$ cat config.mk
export PLATFORM = sky130hd
export DESIGN_NAME = rptc_top
export DESIGN_NICKNAME = d
export VERILOG_FILES = /design/src/rtl/rptc_pkg.sv /design/src/rtl/rptc_top.sv
export SDC_FILE = /design/constraint.sdc
export NUM_CORES = 2
export LEC_CHECK = 0
export BUFFER_PORTS_ARGS = -buffer_cell sky130_fd_sc_hd__buf_2
export CAP_MARGIN = 20
export CORE_ASPECT_RATIO = 0.8
export CORE_MARGIN = 10
export CORE_UTILIZATION = 57
export DETAILED_ROUTE_END_ITERATION = 12
export PLACE_DENSITY = 0.75
export SLEW_MARGIN = 20
export SYNTH_ARGS = -nofsm -noshare
export SYNTH_HDL_FRONTEND = slang
export SYNTH_SLANG_ARGS = --single-unit
$ cat constraint.sdc
create_clock -name clk_sys_in -period 8.2 [get_ports clk_sys_in]
set_input_delay 1.64 -clock clk_sys_in [delete_from_list [all_inputs] [get_ports clk_sys_in]]
set_output_delay 1.64 -clock clk_sys_in [all_outputs]
set_load 0.005 [all_outputs]
$ cat src/rtl/rptc_pkg.sv
// package: register map, field layout, timing and types of the relay totalizer controller
package rptc_pkg;
  // timing: one-second tick from the 200 MHz system clock
  localparam int unsigned CLK_HZ = 200_000_000;
  localparam int unsigned TICK_S = 1;
  localparam int unsigned TICK_CYC_DEF = TICK_S * CLK_HZ;
  localparam int unsigned SEC_PER_HOUR = 3600;
  localparam int unsigned N_DIN = 2;

  // register map: relay i occupies a block at i * 0x10 (address bits 7:4 select the relay)
  localparam logic [3:0] OFS_CFG = 4'h0;
  localparam logic [3:0] OFS_AMT = 4'h4;
  localparam logic [3:0] OFS_OFFD = 4'h8;
  localparam logic [3:0] OFS_SETPT = 4'hc;
  localparam logic [7:0] REG_ALARM = 8'h40;
  localparam logic [7:0] REG_DICFG = 8'h44;
  localparam logic [7:0] REG_OVR = 8'h48;
  localparam logic [7:0] REG_STAT = 8'h4c;
  localparam logic [7:0] REG_MODE = 8'h50;

  // relay config fields
  localparam int CFG_MODE_LSB = 0;
  localparam int CFG_SRC_LSB = 4;
  localparam int CFG_POL = 8;
  localparam int CFG_FEN = 9;
  localparam int CFG_FVAL = 10;
  localparam int CFG_FSEN = 11;
  localparam int CFG_FSVAL = 12;
  localparam int CFG_PAUSE = 13;
  localparam int AMT_LSB = 0;
  localparam int INTV_LSB = 16;
  localparam int HI_LSB = 16;
  localparam int MODE_FLD_W = 4;

  // discrete input config fields, one byte per input
  localparam int DI_W = 8;
  localparam int DI_POL = 3;
  localparam int DI_SIM_EN = 4;
  localparam int DI_SIM_VAL = 5;

  // status register fields
  localparam int STAT_DI_LSB = 8;
  localparam int STAT_HI = 10;
  localparam int STAT_LO = 11;

  typedef enum logic [2:0] {
    MODE_OFF, MODE_ALARM, MODE_SETPT, MODE_TOTAL, MODE_SAMPLE, MODE_ELAPSED, MODE_APP
  } rptc_mode_t;
  typedef enum logic [1:0] {SRC_LEVEL, SRC_FLOW, SRC_PUMP} rptc_src_t;
  typedef enum logic [1:0] {PH_IDLE, PH_HI, PH_LO} rptc_ph_t;
  typedef enum logic [2:0] {
    DF_NONE, DF_TRESET, DF_TPAUSE, DF_FORCE, DF_FREEZE, DF_ACK, DF_OVR
  } rptc_dfn_t;

  typedef struct packed {
    rptc_mode_t mode;
    rptc_src_t src;
    logic pol_low;
    logic fen;
    logic fval;
    logic fsen;
    logic fsval;
    logic pause;
    logic [15:0] amt;
    logic [7:0] intv;
    logic [15:0] offd;
    logic [15:0] sp_on;
    logic [15:0] sp_off;
    logic [19:0] acc;
    logic [7:0] pend;
    rptc_ph_t ph;
    logic [15:0] tcnt;
    logic [23:0] icnt;
    logic sp_st;
    logic coil;
  } rptc_rly_t;
endpackage

$ cat src/rtl/rptc_top.sv
// relay pulse totalizer control: relays, timers, discrete inputs, register port
//
// The implementer's own choices: the address map and strobed register access.
`timescale 1ns/1ps
`default_nettype none
module rptc_top import rptc_pkg::*; #(
  parameter int N_RELAY = 2,
  parameter int unsigned TICK_CYC = TICK_CYC_DEF
) (
  input wire logic clk_sys_in,
  input wire logic rst_in,
  input wire logic ce_in,
  input wire logic [7:0] addr_in,
  input wire logic [31:0] wr_data_in,
  input wire logic wr_in,
  input wire logic rd_in,
  output logic [31:0] rd_data_out,
  input wire logic [15:0] level_in,
  input wire logic level_bad_in,
  input wire logic [15:0] flow_vol_in,
  input wire logic flow_vld_in,
  input wire logic flow_bad_in,
  input wire logic [15:0] pump_vol_in,
  input wire logic pump_done_in,
  input wire logic pump_bad_in,
  input wire logic [N_RELAY-1:0] app_claim_in,
  input wire logic [N_RELAY-1:0] app_req_in,
  input wire logic [N_DIN-1:0] discrete_input_line_in,
  output logic [N_DIN-1:0] din_state_out,
  output logic [N_RELAY-1:0] relay_coil_out,
  output logic [15:0] level_out,
  output logic diag_ack_out
);
  typedef struct packed {
    rptc_rly_t [N_RELAY-1:0] rly;
    logic [N_DIN-1:0] s1;
    logic [N_DIN-1:0] s2;
    logic [N_DIN-1:0] s3;
    logic [N_DIN-1:0] stab;
    logic [N_DIN-1:0] act;
    logic [N_DIN*DI_W-1:0] dicfg;
    logic [15:0] up;
    logic [15:0] lo;
    logic [15:0] ovr;
    logic [15:0] lvl;
    logic ack;
    logic [31:0] tcyc;
    logic [31:0] rd;
  } rptc_st_t;

  rptc_st_t r;
  rptc_st_t n;
  logic tick;
  logic hi;
  logic lo;
  logic [7:0] fn_on;
  logic [N_RELAY-1:0] bad_v;
  logic [N_RELAY-1:0] hold_v;
  logic [N_RELAY-1:0] unit_v;
  logic [N_RELAY-1:0] exp_v;
  logic [N_RELAY-1:0] f_v;

  // whole next state; register writes are applied last so they win
  always_comb begin
    rptc_rly_t q;
    logic [DI_W-1:0] c;
    logic fire;
    logic coil;
    logic [23:0] lim;
    logic [31:0] v;
    rptc_mode_t me;
    q = '0;
    c = '0;
    fire = 1'b0;
    coil = 1'b0;
    lim = '0;
    v = '0;
    me = MODE_OFF;
    n = r;
    fn_on = '0;
    bad_v = '0;
    hold_v = '0;
    unit_v = '0;
    exp_v = '0;
    f_v = '0;
    n.ack = 1'b0;
    n.rd = '0;
    // free-running one-second tick
    tick = (r.tcyc == TICK_CYC - 1);
    n.tcyc = tick ? '0 : r.tcyc + 32'h1;

    // pin synchroniser: a level change counts once stages two and three agree
    n.s1 = discrete_input_line_in;
    n.s2 = r.s1;
    n.s3 = r.s2;
    for (int d = 0; d < N_DIN; d++) begin
      c = r.dicfg[d*DI_W +: DI_W];
      if (r.s2[d] == r.s3[d]) n.stab[d] = r.s3[d];
      n.act[d] = (c[DI_SIM_EN] ? c[DI_SIM_VAL] : r.stab[d]) ^ c[DI_POL];
      // a function of none leaves the input without effect
      if (n.act[d]) fn_on[c[2:0]] = 1'b1;
      if (n.act[d] && !r.act[d] && c[2:0] == DF_ACK) n.ack = 1'b1;
    end

    // level path: override beats freeze, both act on every consumer of level
    if (fn_on[DF_OVR]) n.lvl = r.ovr;
    else if (!fn_on[DF_FREEZE]) n.lvl = level_in;
    hi = (r.lvl >= r.up);
    lo = (r.lvl <= r.lo);

    for (int i = 0; i < N_RELAY; i++) begin
      q = r.rly[i];
      fire = 1'b0;
      me = app_claim_in[i] ? MODE_APP : q.mode;
      case (q.src)
        SRC_FLOW: bad_v[i] = flow_bad_in;
        SRC_PUMP: bad_v[i] = pump_bad_in;
        default: bad_v[i] = level_bad_in;
      endcase
      hold_v[i] = (q.pause && bad_v[i]) || fn_on[DF_TPAUSE];
      // one unit per cycle; far faster than any contact so nothing backs up
      unit_v[i] = (q.mode == MODE_TOTAL || q.mode == MODE_SAMPLE) && q.amt != '0
                  && q.acc >= 20'(q.amt);
      if (unit_v[i]) begin
        q.acc = q.acc - 20'(q.amt);
        fire = 1'b1;
      end
      if (!hold_v[i]) begin
        if (q.src == SRC_FLOW && flow_vld_in) q.acc = q.acc + 20'(flow_vol_in);
        if (q.src == SRC_PUMP && pump_done_in) q.acc = q.acc + 20'(pump_vol_in);
      end
      // interval in hours counted as seconds of the tick
      lim = 24'(32'(q.intv) * SEC_PER_HOUR);
      exp_v[i] = tick && q.intv != '0 && (q.icnt + 24'h1 >= lim);
      if (tick) q.icnt = q.icnt + 24'h1;
      if (q.mode == MODE_SAMPLE || q.mode == MODE_ELAPSED) begin
        if (exp_v[i]) fire = 1'b1;
      end
      if (fire || exp_v[i]) q.icnt = '0;
      if (fn_on[DF_TRESET]) begin
        q.acc = '0;
        q.pend = '0;
        fire = 1'b0;
      end
      if (fire && q.pend != 8'hff) q.pend = q.pend + 8'h1;

      // contact engine: high for off-delay, then low for off-delay
      case (q.ph)
        PH_IDLE: begin
          if (q.pend != '0) begin
            q.ph = PH_HI;
            q.tcnt = q.offd;
            q.pend = q.pend - 8'h1;
          end
        end
        PH_HI: begin
          if (tick) begin
            if (q.tcnt <= 16'h1) begin
              q.ph = PH_LO;
              q.tcnt = q.offd;
            end else begin
              q.tcnt = q.tcnt - 16'h1;
            end
          end
        end
        PH_LO: begin
          if (tick) begin
            if (q.tcnt > 16'h1) begin
              q.tcnt = q.tcnt - 16'h1;
            end else if (q.pend != '0) begin
              // a queued contact starts on this tick; an idle cycle would stretch the low time
              q.ph = PH_HI;
              q.tcnt = q.offd;
              q.pend = q.pend - 8'h1;
            end else begin
              q.ph = PH_IDLE;
            end
          end
        end
        default: q.ph = PH_IDLE;
      endcase

      // setpoint latch; direction from the order of ON and OFF
      if (q.sp_on > q.sp_off) begin
        if (r.lvl >= q.sp_on) q.sp_st = 1'b1;
        else if (r.lvl <= q.sp_off) q.sp_st = 1'b0;
      end else begin
        if (r.lvl <= q.sp_on) q.sp_st = 1'b1;
        else if (r.lvl >= q.sp_off) q.sp_st = 1'b0;
      end

      case (me)
        MODE_ALARM: f_v[i] = hi || lo;
        MODE_SETPT: f_v[i] = q.sp_st;
        MODE_TOTAL, MODE_SAMPLE, MODE_ELAPSED: f_v[i] = (q.ph == PH_HI);
        MODE_APP: f_v[i] = app_req_in[i];
        default: f_v[i] = 1'b0;
      endcase
      coil = q.pol_low ? !f_v[i] : f_v[i];
      if (q.fsen && bad_v[i]) coil = q.fsval;
      if (q.fen || fn_on[DF_FORCE]) coil = q.fval;
      q.coil = coil;

      // relay block writes
      if (wr_in && addr_in[7:4] == 4'(i)) begin
        case (addr_in[3:0])
          OFS_CFG: begin
            q.mode = rptc_mode_t'(wr_data_in[CFG_MODE_LSB +: 3]);
            q.src = rptc_src_t'(wr_data_in[CFG_SRC_LSB +: 2]);
            q.pol_low = wr_data_in[CFG_POL];
            q.fen = wr_data_in[CFG_FEN];
            q.fval = wr_data_in[CFG_FVAL];
            q.fsen = wr_data_in[CFG_FSEN];
            q.fsval = wr_data_in[CFG_FSVAL];
            q.pause = wr_data_in[CFG_PAUSE];
          end
          OFS_AMT: begin
            q.amt = wr_data_in[AMT_LSB +: 16];
            q.intv = wr_data_in[INTV_LSB +: 8];
          end
          OFS_OFFD: q.offd = wr_data_in[15:0];
          OFS_SETPT: begin
            q.sp_on = wr_data_in[15:0];
            q.sp_off = wr_data_in[HI_LSB +: 16];
          end
          default: ;
        endcase
      end
      n.rly[i] = q;

      // relay block reads answer from the registered state
      if (rd_in && addr_in[7:4] == 4'(i)) begin
        v = '0;
        case (addr_in[3:0])
          OFS_CFG: begin
            v[CFG_MODE_LSB +: 3] = r.rly[i].mode;
            v[CFG_SRC_LSB +: 2] = r.rly[i].src;
            v[CFG_POL] = r.rly[i].pol_low;
            v[CFG_FEN] = r.rly[i].fen;
            v[CFG_FVAL] = r.rly[i].fval;
            v[CFG_FSEN] = r.rly[i].fsen;
            v[CFG_FSVAL] = r.rly[i].fsval;
            v[CFG_PAUSE] = r.rly[i].pause;
          end
          OFS_AMT: begin
            v[AMT_LSB +: 16] = r.rly[i].amt;
            v[INTV_LSB +: 8] = r.rly[i].intv;
          end
          OFS_OFFD: v[15:0] = r.rly[i].offd;
          OFS_SETPT: v = {r.rly[i].sp_off, r.rly[i].sp_on};
          default: ;
        endcase
        n.rd = v;
      end
      if (rd_in && addr_in == REG_MODE) n.rd[i*MODE_FLD_W +: 3] = me;
      if (rd_in && addr_in == REG_STAT) n.rd[i] = r.rly[i].coil;
    end

    // global registers
    if (wr_in) begin
      case (addr_in)
        REG_ALARM: {n.lo, n.up} = wr_data_in;
        REG_DICFG: n.dicfg = wr_data_in[N_DIN*DI_W-1:0];
        REG_OVR: n.ovr = wr_data_in[15:0];
        default: ;
      endcase
    end
    if (rd_in) begin
      case (addr_in)
        REG_ALARM: n.rd = {r.lo, r.up};
        REG_DICFG: n.rd = 32'(r.dicfg);
        REG_OVR: n.rd = {16'h0, r.ovr};
        REG_STAT: begin
          n.rd[STAT_DI_LSB +: N_DIN] = r.act;
          n.rd[STAT_HI] = hi;
          n.rd[STAT_LO] = lo;
        end
        default: ;
      endcase
    end
  end

  // single state register; clock enable low freezes everything but reset
  always_ff @(posedge clk_sys_in) begin
    if (rst_in) begin
      r <= '0;
    end else if (ce_in) begin
      r <= n;
    end
  end

  assign rd_data_out = r.rd;
  assign level_out = r.lvl;
  assign diag_ack_out = r.ack;
  assign din_state_out = r.act;

  for (genvar g = 0; g < N_RELAY; g++) begin : g_rly
    assign relay_coil_out[g] = r.rly[g].coil;

  end
endmodule
`default_nettype wire

==> metrics <==
die area=slightly above 70,000 um^2; Yosys Warn Count=0; flop2flop setup slack=approximately 0.7 ns; cells resized by post-CTS repair=0; Starting Density=57.9%; power per cell area=~150 nW/um^2; syn avg cell area=7.63 um^2; clock buffer depth=3; maximum capacitance violations=0; first-pass GRT wire length=174,000 um; clock latency at the later pin of the worst-skew pair=0.65 ns; Final setup viols=0; Max stage delay on crit path=0.57 ns; Final Critical Period=7.49 ns; worst min path class=register to register; CP max FO=19; Setup crit end kind=register; cells after synthesis=4,543; placed inst area=35,500 um^2; maximum vdd drop=between 0.15 and 0.2 mV; Worst path depth=34; Final #Nets=5,007; Seq cells post-synth=between 400 and 500; wire per inst=21.3 um; Yosys top cell by area=dfxtp_1; CP delay by family, top=compound AO/OA/AOI/OAI gates; H-tree levels=2; leakage=15.2 nW; root buf cell=clkbuf_16; ys async rst share=0%; Final Hold Vio Count=0; number of DRC markers in iteration 0=~3,900; Post-CTS Setup Repair Bufs=0; final hold slack=0.456 ns; max-slew violations=0; number of clock sinks=465; Placed Cells=roughly 5,200; antenna viol nets, final=0; Worst Setup Path Type=register to register; Setup crit start=r[283]; f_max=around 130 MHz; status=finished clean; Cell Count, Final, Fillers Out=5,339; routed vias=~33,000; post-synth cell types=90; crit start category=register; Syn Nets=5,033; Total GRT Usage=a little under a third; share of the synthesized area in the top cell type=26.9%; final core utilization=between 60 and 70%; Worst Setup EP=r[226]; WP data arrival=8.08 ns; Reg-to-Reg End=r[226]; I/O pin total=about 160; largest net degree at the start of global routing=98; final wirelength=about 110,000 um; Bufs and invs on worst path=3; sequential share of the synthesized area=26.9%; hpwl dp=84,500 um; Commonest cells post-synth=701 x nand2_1, 482 x a21oi_1, 465 x dfxtp_1; worst-margin pin slew=1.08 ns; post-cts hold buffer count=0; # DRC=0; share of layout cells above drive strength 1=~8.3%; HP Start=r[136]; IO Port Bufs=156; Die Y=241 um; Data required, critical path=slightly below 9 ns; Reg clk slew, reported paths=about 0.07 ns; top-count cell post-synth=nand2_1; EDFF count, synth=0; Area Growth Syn to Fin=7.68%; vias in the first global route=30,200; FILL cells=approximately 5,400; final instance area=about 37,000 um^2; CTS tree=built; total grt overflow=0; TritonCTS Buffers=50; first-pass detailed-route iteration total=8; core region area=59,900 um^2; CP max-delay cell=o31a_1; Area contributors post-synth=dfxtp_1 27%, ha_1 13%, nand2_1 7.6%, a21oi_1 7.0%, nor2_1 4.5%; Post-synth top flop=dfxtp_1; antenna violations before repair=7; RePlAce Congestion=0.976; Reg2Reg Depth=34; Tcrit/Tclk final=91.4%; reg2reg start=r[283]; vias per cell=6.26; Std-Cell Rows=80; Mapped Area=34,600 um^2; Clock Skew=0.0671 ns; slew margin rel.=27.4%; Die X=296 um; TNS Setup=0 ns; RSZ-0062 raised after global routing=false
==> where the power goes <==
part | leakage, nW | internal, W | switching, W
sequential | 3.76 | 0.00230 | 0.0000560
clock | 0.864 | 0.00140 | 0.00106
combinational | 10.6 | 0.000249 | 0.000429
total | 15.2 | 0.00394 | 0.00154
==> kinds of logic (layout without fill, tap and decap cells) <==
family | count (synthesis) | count (layout) | share of synthesized area [%]
DFF | 465 | 465 | 26.9
AOI/OAI and AO/OA | 1170 | 1170 | 21.1
and+or+nand+nor | 1652 | 1652 | 21.7
muxes | 129 | 129 | 4.27
other | 0 | 2 | 0
buffers and inverters | 535 | 550 | 6.40
adders and majority gates | 388 | 388 | 14.5
xor gates and xnor gates | 204 | 204 | 5.16
==> layout by cell type, fill, tap and decap left out, types with 60 or more instances in the layout <==
cell and count:
ha_1 364, nor3_1 93, xor2_1 92, o21ai_0 167, nand3_1 94, inv_1 256
a211oi_1 70, a21oi_1 481, nand4_1 60, xnor2_1 112, a21o_1 62, nand2_1 700
mux2i_1 92, buf_2 154, dfxtp_1 465, nor2_1 408
==> flip-flops by register name, summed over array words and instances (netlist names) <==
signal,count
n,4
r,408
rd_data_out,32
din_state_out,2
diag_ack_out,1
level_out,16
relay_coil_out,2
==> cell type report <==
class	instances	area [um^2]	share of cell area, %
Antenna cell	2	5.00	0.0134
Clock buffer	61	1330	3.57
Clock inverter	32	427	1.14
Inverter	257	965	2.59
Multi-Input combinational cell	3543	23200	62.1
Sequential cell	465	9310	25.0
Tap cell	779	975	2.61
Timing Repair Buffer	200	1130	3.03
==> metal layers <==
metal	vias up	global-route usage (%)	share of wire, %
met5	-	0	0.052
met4	8	11.7	4.0
met3	297	7.37	11
met2	1610	47.2	43
met1	15500	41.4	42
li1	15900	-	-
==> tightest hold or removal path: stages (launching register included) <==
cell and delay (ns):
dfxtp_1 0.31, nand2_1 0.05, a21oi_1 0.05
==> how the worst min path moves through the flow <==
stage                        end  slack (ns)  depth (start not counted)
after detailed placement  r[136]        0.45                          2
after global routing      r[240]        0.48                          2
final                     r[136]        0.46                          2
after CTS                 r[136]        0.46                          2
after floorplan           r[148]        0.44                          2
after global placement    r[136]        0.44                          2
==> per-stage QoR <==
step,setup WS (ns),total power [W]
3_5_place_dp,0.755,0.00306
3_3_place_gp,0.973,0.00305
5_1_grt,0.107,0.00567
4_1_cts,0.730,0.00548
2_1_floorplan,1.46,0.00286
6_report,0.707,0.00549
Note: power is estimated with default switching activity, not from simulation.
